$ cat src/spicf_pkg.sv
// Package: constants and carriers for the SPI port with circular buffer
`default_nettype none
package spicf_pkg;
  // ----------------------------------------------------------------------
  // Sizes and reset values
  // ----------------------------------------------------------------------
  localparam int         SPICF_DEPTH    = 16;    // Bytes in the circular buffer
  localparam int         SPICF_BITS     = 8;     // Bits per transfer
  localparam logic [3:0] SPICF_LAST_HALF = 4'hf; // Last of 16 clock half periods
  localparam logic [3:0] SPICF_LAST_BIT  = 4'h7; // Index of eighth sample
  localparam logic [3:0] SPICF_FULL_BITS = 4'h8; // Samples in one byte
  localparam logic [7:0] SPICF_DATA_RST  = 8'h00;
  localparam logic [6:0] SPICF_DIV_RST   = 7'h00;

  // Master clock runs at core_clk / (2 << div_sel); 3'h4 gives one thirty-second
  localparam logic [2:0] SPICF_DIV32_SEL = 3'h4;

  // ----------------------------------------------------------------------
  // Carriers
  // ----------------------------------------------------------------------
  typedef struct packed {
    logic       port_enable_bit;
    logic       master_role_bit;
    logic       cpol;
    logic       cpha;
    logic       lsb_first;
    logic [2:0] div_sel;
  } spicf_ctrl_t;

  typedef struct packed {
    logic sclk;
    logic mosi;
    logic miso;
    logic ss_b;
  } spicf_pin_in_t;

  typedef struct packed {
    logic sclk_o;
    logic sclk_oe;
    logic mosi_o;
    logic mosi_oe;
    logic miso_o;
    logic miso_oe;
    logic ss_b_o;
    logic ss_b_oe;
  } spicf_pin_out_t;

  typedef enum logic [1:0] {
    SPICF_IDLE = 2'b01,
    SPICF_RUN  = 2'b10
  } spicf_state_t;
endpackage : spicf_pkg
`default_nettype wire

$ cat src/spicf_port.sv
// SPI master/slave port sharing one circular buffer for transmit and receive
//
// Contract
// - Control holds enable, master role, polarity, phase, bit order and divide select.
// - Master serial clock equals core clock divided by selected factor, e.g. 32.
// - Bytes are staged in an adjustable-depth circular buffer, not single holding registers.
// - Transmit and receive trigger levels are selected independently.
// - Readable counters give bytes waiting to send and bytes unread.
// - Transmit discard moves transmit pointer onto buffer pointer and clears transmit count.
// - Receive discard moves receive pointer onto buffer pointer and clears receive count.
// - Tx flag while count below level; rx flag when above; either raises interrupt.
// - Data write enqueues at transmit pointer; read returns oldest byte, advances pointer.
`timescale 1ns/100ps
`default_nettype none
module spicf_port
  import spicf_pkg::*;
#(
  parameter int DEPTH = SPICF_DEPTH,
  parameter int AW    = $clog2(DEPTH)
) (
  input  wire logic           core_clk,
  input  wire logic           rst_b,
  input  wire spicf_ctrl_t    serial_port_control_reg,
  input  wire logic [AW:0]    tx_trigger_level,
  input  wire logic [AW:0]    rx_trigger_level,
  input  wire logic           tx_discard_ctrl,
  input  wire logic           rx_discard_ctrl,
  input  wire logic           wr_strobe,
  input  wire logic [7:0]     wr_data,
  input  wire logic           rd_strobe,
  input  wire spicf_pin_in_t  pin_i,
  output var  logic [7:0]     serial_data_port_q,
  output var  logic           rd_valid_q,
  output var  logic [AW:0]    tx_count_q,
  output var  logic [AW:0]    rx_count_q,
  output var  logic [AW-1:0]  tx_pointer_reg_q,
  output var  logic [AW-1:0]  rx_pointer_reg_q,
  output var  logic           tx_level_flag_q,
  output var  logic           rx_level_flag_q,
  output var  logic           shared_power_fail_irq_q,
  output var  spicf_pin_out_t pin_o_q
);
  localparam int          CW   = AW + 1;
  localparam logic [AW:0] FULL = CW'(DEPTH);

  function automatic logic [7:0] spicf_rev(input logic [7:0] b);
    spicf_rev = {<<{b}};
  endfunction : spicf_rev

  spicf_ctrl_t     cfg;
  spicf_state_t    state_q;
  logic [7:0]      mem [DEPTH];
  logic [AW-1:0]   fifo_ptr_q, fifo_ptr_d, tx_ptr_d, rx_ptr_d;
  logic [AW:0]     tx_cnt_d, rx_cnt_d, occ;
  logic [6:0]      div_cnt_q, half_m1;
  logic [3:0]      half_q, bit_cnt_q;
  logic [7:0]      tx_sh_q, rx_sh_q, rx_next;
  logic            sclk_prev_q, ss_prev_q;
  logic            run, tick, sel, edge_s, lead, trail, sample, shift, sin;
  logic            done, start, ss_fall, st_ok, tx_dec, wr_ok, rd_ok;

  assign cfg = serial_port_control_reg;
  assign run = (state_q == SPICF_RUN);
  assign occ = tx_count_q + rx_count_q;

  // ----------------------------------------------------------------------
  // Clock divider and edge events
  // ----------------------------------------------------------------------
  // Half period is 1 << div_sel cycles, so a full period is 2 << div_sel
  assign half_m1 = 7'((8'h01 << cfg.div_sel) - 8'h01);
  assign tick    = run && (div_cnt_q == half_m1);
  assign start   = (state_q == SPICF_IDLE) && cfg.port_enable_bit && cfg.master_role_bit && (tx_count_q != '0);

  // Slave events come from pin edges; pins are synchronous to core_clk
  assign sel     = cfg.port_enable_bit && !cfg.master_role_bit && !pin_i.ss_b;
  assign edge_s  = sel && (pin_i.sclk != sclk_prev_q);
  assign ss_fall = sel && ss_prev_q;
  assign lead    = cfg.master_role_bit ? (tick && !half_q[0]) : (edge_s && (pin_i.sclk != cfg.cpol));
  assign trail   = cfg.master_role_bit ? (tick && half_q[0]) : (edge_s && (pin_i.sclk == cfg.cpol));
  // Phase picks which edge samples; first shift is skipped so bit 7 is seen first
  assign sample  = cfg.cpha ? trail : lead;
  assign shift   = (cfg.cpha ? lead : trail) && (bit_cnt_q != '0);
  assign sin     = cfg.master_role_bit ? pin_i.miso : pin_i.mosi;
  assign rx_next = sample ? {rx_sh_q[6:0], sin} : rx_sh_q;
  assign done    = cfg.master_role_bit ? (tick && half_q == SPICF_LAST_HALF)
                                       : (sample && bit_cnt_q == SPICF_LAST_BIT);

  // ----------------------------------------------------------------------
  // Master sequencer
  // ----------------------------------------------------------------------
  always_ff @(posedge core_clk or negedge rst_b) begin
    if (!rst_b) begin
      state_q   <= SPICF_IDLE;
      div_cnt_q <= SPICF_DIV_RST;
      half_q    <= '0;
    end else begin
      unique case (state_q)
        SPICF_IDLE: begin
          div_cnt_q <= SPICF_DIV_RST;
          half_q    <= '0;
          if (start) begin
            state_q <= SPICF_RUN;
          end
        end
        SPICF_RUN: begin
          div_cnt_q <= tick ? SPICF_DIV_RST : div_cnt_q + 7'h01;
          if (tick) begin
            half_q <= half_q + 4'h1;
          end
          // Dropping enable aborts the byte; nothing is stored
          if (done || !cfg.port_enable_bit || !cfg.master_role_bit) begin
            state_q <= SPICF_IDLE;
          end
        end
      endcase
    end
  end

  // ----------------------------------------------------------------------
  // Shift registers: full duplex, always MSB-first inside
  // ----------------------------------------------------------------------
  always_ff @(posedge core_clk or negedge rst_b) begin
    if (!rst_b) begin
      tx_sh_q     <= SPICF_DATA_RST;
      rx_sh_q     <= SPICF_DATA_RST;
      bit_cnt_q   <= '0;
      sclk_prev_q <= 1'b0;
      ss_prev_q   <= 1'b1;
    end else begin
      sclk_prev_q <= pin_i.sclk;
      ss_prev_q   <= pin_i.ss_b;
      if (start || ss_fall) begin
        tx_sh_q   <= cfg.lsb_first ? spicf_rev(mem[fifo_ptr_q]) : mem[fifo_ptr_q];
        bit_cnt_q <= '0;
      end else if (done && sel) begin
        // Slave keeps going while select stays low
        tx_sh_q   <= cfg.lsb_first ? spicf_rev(mem[fifo_ptr_d]) : mem[fifo_ptr_d];
        bit_cnt_q <= '0;
      end else begin
        if (shift) begin
          tx_sh_q <= {tx_sh_q[6:0], 1'b0};
        end
        if (done) begin
          bit_cnt_q <= '0;
        end else if (sample) begin
          bit_cnt_q <= bit_cnt_q + 4'h1;
        end
      end
      rx_sh_q <= rx_next;
    end
  end

  // ----------------------------------------------------------------------
  // Circular buffer bookkeeping
  // ----------------------------------------------------------------------
  // Received byte lands in the slot its transmit byte just left
  assign st_ok      = done && ((tx_count_q != '0) || (occ < FULL));
  assign tx_dec     = st_ok && (tx_count_q != '0);
  assign fifo_ptr_d = fifo_ptr_q + AW'(st_ok);
  // A write may not race a slave store into the same empty slot
  assign wr_ok      = wr_strobe && (occ < FULL) && !tx_discard_ctrl && !(st_ok && tx_count_q == '0);
  assign rd_ok      = rd_strobe && (rx_count_q != '0) && !rx_discard_ctrl;
  assign tx_cnt_d   = tx_discard_ctrl ? '0 : tx_count_q + CW'(wr_ok) - CW'(tx_dec);
  assign tx_ptr_d   = tx_discard_ctrl ? fifo_ptr_d
                    : tx_pointer_reg_q + AW'(wr_ok) + AW'(st_ok && tx_count_q == '0);
  assign rx_cnt_d   = rx_discard_ctrl ? '0 : rx_count_q + CW'(st_ok) - CW'(rd_ok);
  assign rx_ptr_d   = rx_discard_ctrl ? fifo_ptr_d : rx_pointer_reg_q + AW'(rd_ok);

  // Pointer and counter registers
  always_ff @(posedge core_clk or negedge rst_b) begin
    if (!rst_b) begin
      fifo_ptr_q       <= '0;
      tx_pointer_reg_q <= '0;
      rx_pointer_reg_q <= '0;
      tx_count_q       <= '0;
      rx_count_q       <= '0;
    end else begin
      fifo_ptr_q       <= fifo_ptr_d;
      tx_pointer_reg_q <= tx_ptr_d;
      rx_pointer_reg_q <= rx_ptr_d;
      tx_count_q       <= tx_cnt_d;
      rx_count_q       <= rx_cnt_d;
    end
  end

  // Buffer storage; no reset so it maps onto RAM
  always_ff @(posedge core_clk) begin
    if (wr_ok) begin
      mem[tx_pointer_reg_q] <= wr_data;
    end
    if (st_ok) begin
      mem[fifo_ptr_q] <= cfg.lsb_first ? spicf_rev(rx_next) : rx_next;
    end
  end

  // Read port; a read of an empty receive side is ignored
  always_ff @(posedge core_clk or negedge rst_b) begin
    if (!rst_b) begin
      serial_data_port_q <= SPICF_DATA_RST;
      rd_valid_q         <= 1'b0;
    end else begin
      rd_valid_q <= rd_ok;
      if (rd_ok) begin
        serial_data_port_q <= mem[rx_pointer_reg_q];
      end
    end
  end

  // Level flags follow the next counts so they agree with the counters
  always_ff @(posedge core_clk or negedge rst_b) begin
    if (!rst_b) begin
      tx_level_flag_q         <= 1'b0;
      rx_level_flag_q         <= 1'b0;
      shared_power_fail_irq_q <= 1'b0;
    end else begin
      tx_level_flag_q         <= tx_cnt_d < tx_trigger_level;
      rx_level_flag_q         <= rx_cnt_d > rx_trigger_level;
      shared_power_fail_irq_q <= (tx_cnt_d < tx_trigger_level) || (rx_cnt_d > rx_trigger_level);
    end
  end

  // Pins, registered; one cycle later than the internal events
  always_ff @(posedge core_clk or negedge rst_b) begin
    if (!rst_b) begin
      pin_o_q <= '{ss_b_o: 1'b1, default: 1'b0};
    end else begin
      pin_o_q.sclk_o  <= cfg.cpol ^ (run && half_q[0]);
      pin_o_q.sclk_oe <= cfg.port_enable_bit && cfg.master_role_bit;
      pin_o_q.mosi_o  <= tx_sh_q[7];
      pin_o_q.mosi_oe <= cfg.port_enable_bit && cfg.master_role_bit;
      pin_o_q.miso_o  <= tx_sh_q[7];
      pin_o_q.miso_oe <= sel;
      pin_o_q.ss_b_o  <= !run;
      pin_o_q.ss_b_oe <= cfg.port_enable_bit && cfg.master_role_bit;
    end
  end

  // ----------------------------------------------------------------------
  // Checks
  // ----------------------------------------------------------------------
  logic [6:0] gap_q;
  always_ff @(posedge core_clk or negedge rst_b) begin
    if (!rst_b) begin
      gap_q <= '0;
    end else begin
      gap_q <= (!run || tick) ? 7'h00 : gap_q + 7'h01;
    end
  end
endmodule : spicf_port
`default_nettype wire

$ cat config.mk
export PLATFORM = sky130hd
export DESIGN_NAME = spicf_port
export DESIGN_NICKNAME = d
export VERILOG_FILES = /design/src/spicf_pkg.sv /design/src/spicf_port.sv
export SDC_FILE = /design/constraint.sdc
export NUM_CORES = 1
export LEC_CHECK = 0
export BUFFER_PORTS_ARGS = -buffer_cell sky130_fd_sc_hd__buf_2
export CORE_ASPECT_RATIO = 1.1
export CORE_UTILIZATION = 61
export CTS_CLUSTER_SIZE = 12
export DETAILED_ROUTE_END_ITERATION = 10
export PLACE_DENSITY = 0.82
export SYNTH_ARGS = -nofsm -noshare
export SYNTH_HDL_FRONTEND = slang
export SYNTH_SLANG_ARGS = --single-unit
$ cat constraint.sdc
create_clock -name core_clk -period 7.2 [get_ports core_clk]
set_clock_uncertainty 0.2 [all_clocks]
set_input_delay 0.36 -clock core_clk [delete_from_list [all_inputs] [get_ports core_clk]]
set_output_delay 0.36 -clock core_clk [all_outputs]
set_load 0.05 [all_outputs]
==> qor.yml <==
global_routing:
  met3_usage_pct: 7.27
  met1_usage_pct: 40.3
  grt_pass1_wl_mm: 54.1
  grt_use_met2_pct: 53.7
  grt_max_degree: 75
  grt_pass1_vias: 9736
  grt_overflow_total: 0
  top_usage_layer: "met2"
  track_usage_pct: 32.6
  antenna_found_initial: 0
yosys:
  synth_top_flop_cell: "edfxtp_1"
  synth_cell_types: 59
  syn-cell-area_sq_um: 13100
  ys_ff_latch: 202
  syn_inst: 1040
  synth-edff-count: 128
  async_flop_share_pct: 36.6
  avgSynthCellArea_sq_um: 12.6
  yosys_warnings: 0
  synth_fp_nets: 1112
  seq_area_frac_synth_pct: 43.6
finish:
  layout-drive-gt1-share_pct: 32.3
  instances_no_fill: 1369
  regArea_sq_um: 5700
  fillers: 1446
  fin_nets: 1141
  synthToLayoutAreaGrowth_pct: 9.77
  multiInputGateArea_sq_um: 6920
  final_area_sq_um: 14400
place:
  place_area_sq_um: 13600
  dp.cells: 1325
  dpl.hpwl_mm: 23.5
  gp_congestion: 0.896
  pre_cts_ws_ns: 1.76
  port_buffers: 73
sta:
  tightest_slew_ns: 1.36
  max_freq_mhz: 179
  slew_viol_final: 0
  rsz0062_at_grt: "no"
  setup_viol: 0
  hold_violations: 0
  post-route-period-util_pct: 77.6
  period_needed_ns: 5.59
  relSlewSlack_pct: 9.19
  hold_ws_ns: 0.0146
  fin_ws_ns: 1.61
  fin_setup_tns_ns: 0
hold_path:
  hold_class: "input pin to flip-flop"
routing:
  drt_iter0_drc: 1141
  viasPerCell: 7.01
  drc: 0
  num_vias: 9595
  drtPass1Iterations: 6
  drt-total-wl_mm: 34.6
  ant_nets: 0
  drt-wirelength-per-cell_microns: 25.3
critical_path:
  slowest_delay_ns: 0.98
  critPathKind: "flip-flop to flip-flop"
  end_kind: "flip-flop"
  critical-path-top-delay-family: "compound AO/OA/AOI/OAI gates"
  path_cells: "ha_1 > a31o_2 > a21o_1 > a21oi_1 > xnor2_1 > a2bb2oi_1 > buf_4 > ha_2 > ha_1 > xnor2_1 > inv_2 > and2_1 > a211oi_1 > a31oi_1 > and2_1 > a211oi_1 > nor3_1 > mux2_2"
  crit_arrival_ns: 5.78
  worst-path-buf-inv: 2
  cp_slowest_cell: "xnor2_1"
  start_kind: "flip-flop"
  crit_fanout: 20
  crit_required_ns: 7.39
floorplan:
  rows: 55
  coreArea_sq_um: 20800
  initial_core_util_pct: 62.9
  pin_count: 74
  dieHeight_microns: 156
  dieArea_sq_um: 22000
  die_w_microns: 142
clock_tree:
  ctsResizeCount: 0
  ctsHoldBuffers: 5
  numCtsBuffers: 22
  htree_levels: 1
  cts_buffer_depth: 3
  clk_latency_ns: 0.51
  cts_setup_buffers: 0
  clock_sinks: 202
  cts_tree: "yes"
  clkSlewWorstSetupHoldPaths_ns: 0.06
  clock-root-buffer: "clkbuf_16"
run:
  maxCapViolCount: 0
status:
  status: "finished clean"
power_and_ir_drop:
  ir_worst_vdd_mv: 0.136
  p_per_area_nw_per_um2: 257
  p_leak_uw: 0.00541
[power by group]
group | switching [uW] | leakage [uW] | internal, uW
clock | 453 | 0.000334 | 622
combinational | 712 | 0.00299 | 417
sequential | 111 | 0.00209 | 1370
total | 1280 | 0.00541 | 2410
[cell type report]
type                       instances  share of cell area [%]
multi-input combinational        705                    48.2
clock inverter                     5                   0.157
inverter                          45                    1.18
antenna                            1                  0.0174
sequential                       202                    39.7
tap                              285                    2.48
clock buffer                      33                    4.55
timing repair buffer              93                    3.70
[Yosys cell counts (3+ instances only)]
| library cell | n | area share, % |
|---|---|---|
| or2_2 | 4 | 0.19 |
| xnor2_1 | 14 | 0.94 |
| and2_1 | 10 | 0.48 |
| nand2_1 | 95 | 2.7 |
| dfrtp_1 | 71 | 14 |
| nand3_1 | 20 | 0.77 |
| mux4_2 | 114 | 20 |
| fa_1 | 3 | 0.46 |
| a21o_1 | 7 | 0.40 |
| nor2b_1 | 15 | 0.72 |
| a31oi_1 | 7 | 0.33 |
| mux2i_1 | 38 | 2.9 |
| nor2_1 | 40 | 1.1 |
| o21ai_0 | 71 | 2.7 |
| buf_2 | 21 | 0.80 |
| or3_1 | 4 | 0.19 |
| a221oi_1 | 4 | 0.27 |
| xor2_1 | 14 | 0.94 |
| a41oi_1 | 3 | 0.20 |
| clkbuf_1 | 57 | 1.6 |
| mux2_2 | 85 | 7.3 |
| nand2b_1 | 13 | 0.62 |
| nand4_1 | 7 | 0.33 |
| dfstp_2 | 3 | 0.60 |
| o21a_1 | 5 | 0.29 |
| edfxtp_1 | 128 | 29 |
| buf_1 | 6 | 0.17 |
| ha_1 | 33 | 3.2 |
| a22o_1 | 4 | 0.27 |
| a21oi_1 | 27 | 1.0 |
| o221ai_1 | 6 | 0.40 |
| o31ai_1 | 17 | 0.98 |
| inv_1 | 42 | 1.2 |
| and3_1 | 10 | 0.48 |
| buf_4 | 3 | 0.17 |
| a211oi_1 | 9 | 0.52 |
[cell usage in the layout, fill, tap and decap left out, types with 15 or more instances in the layout]
cell type | synthesis | final
nor2b_1 | 15 | 15
dfrtp_1 | 71 | 69
mux2i_1 | 38 | 38
nor2_1 | 40 | 40
a21oi_1 | 27 | 27
ha_1 | 33 | 32
mux4_2 | 114 | 114
mux2_2 | 85 | 85
nand2_1 | 95 | 95
inv_1 | 42 | 42
clkbuf_16 | 0 | 23
edfxtp_1 | 128 | 128
buf_2 | 21 | 72
nand3_1 | 20 | 20
o21ai_0 | 71 | 71
buf_4 | 3 | 16
[worst reg2reg max path, cell delays in order (launching register included)]
cell and delay, ns:
dfrtp_1 0.44, ha_1 0.32, a31o_2 0.25, a21o_1 0.17, a21oi_1 0.16, xnor2_1 0.13
a2bb2oi_1 0.17, buf_4 0.21, ha_2 0.21, ha_1 0.19, xnor2_1 0.99, inv_2 0.56
and2_1 0.32, a211oi_1 0.26, a31oi_1 0.10, and2_1 0.23, a211oi_1 0.24, nor3_1 0.07
mux2_2 0.27
[routing by layer]
| metal | vias up | share of wire [%] |
|---|---|---|
| met4 | 0 | 5.7 |
| met5 | - | 0 |
| met1 | 4729 | 35 |
| li1 | 4040 | - |
| met2 | 658 | 48 |
| met3 | 168 | 11 |
[kinds of logic (layout without fill, tap and decap cells)]
| group | count (synthesis) | in the layout | synth area share [%] |
|---|---|---|---|
| DFF | 202 | 202 | 43.6 |
| AOI/OAI and AO/OA | 175 | 175 | 8.42 |
| xor gates and xnor gates | 28 | 28 | 1.88 |
| buffers and inverters | 133 | 176 | 4.11 |
| other | 0 | 1 | 0 |
| and+or+nand+nor | 228 | 228 | 8.35 |
| adders and majority gates | 36 | 36 | 3.62 |
| muxes | 238 | 238 | 30.0 |
[stage by stage]
| step | utilization, % | power [uW] |
|---|---|---|
| CTS | 69.1 | 3680 |
| floorplan | - | 2300 |
| global placement | 65.6 | 2580 |
| global route | 69.1 | 3840 |
| finish | 69.1 | 3690 |
| detailed placement | 65.6 | 2610 |
[path summary, 6_finish.rpt]
check	depth (start not counted)	start	slack [ns]	to
worst max register to register	18	tx_count_q[1]	1.61	tx_sh_q[7]
worst min register to register	0	tx_sh_q[7]	0.17	pin_o_q[3]
worst max-delay path	18	tx_count_q[1]	1.61	tx_sh_q[7]
min in group asynchronous	2	rst_b	0.32	div_cnt_q[2]
max in group asynchronous	2	rst_b	5.79	rx_pointer_reg_q[0]
worst min-delay path	4	tx_trigger_level[4]	0.01	tx_level_flag_q
[registers in the layout, summed over array words and instances (netlist names), 2 cells and up]
signal and cells:
bit_cnt_q 4, div_cnt_q 7, fifo_ptr_q 4, half_q 4, mem 128, pin_o_q 5
rx_count_q 5, rx_pointer_reg_q 4, rx_sh_q 8, serial_data_port_q 8, state_q 2, tx_count_q 5
tx_pointer_reg_q 4, tx_sh_q 8
No activity file was read; power rests on OpenSTA's default activity.
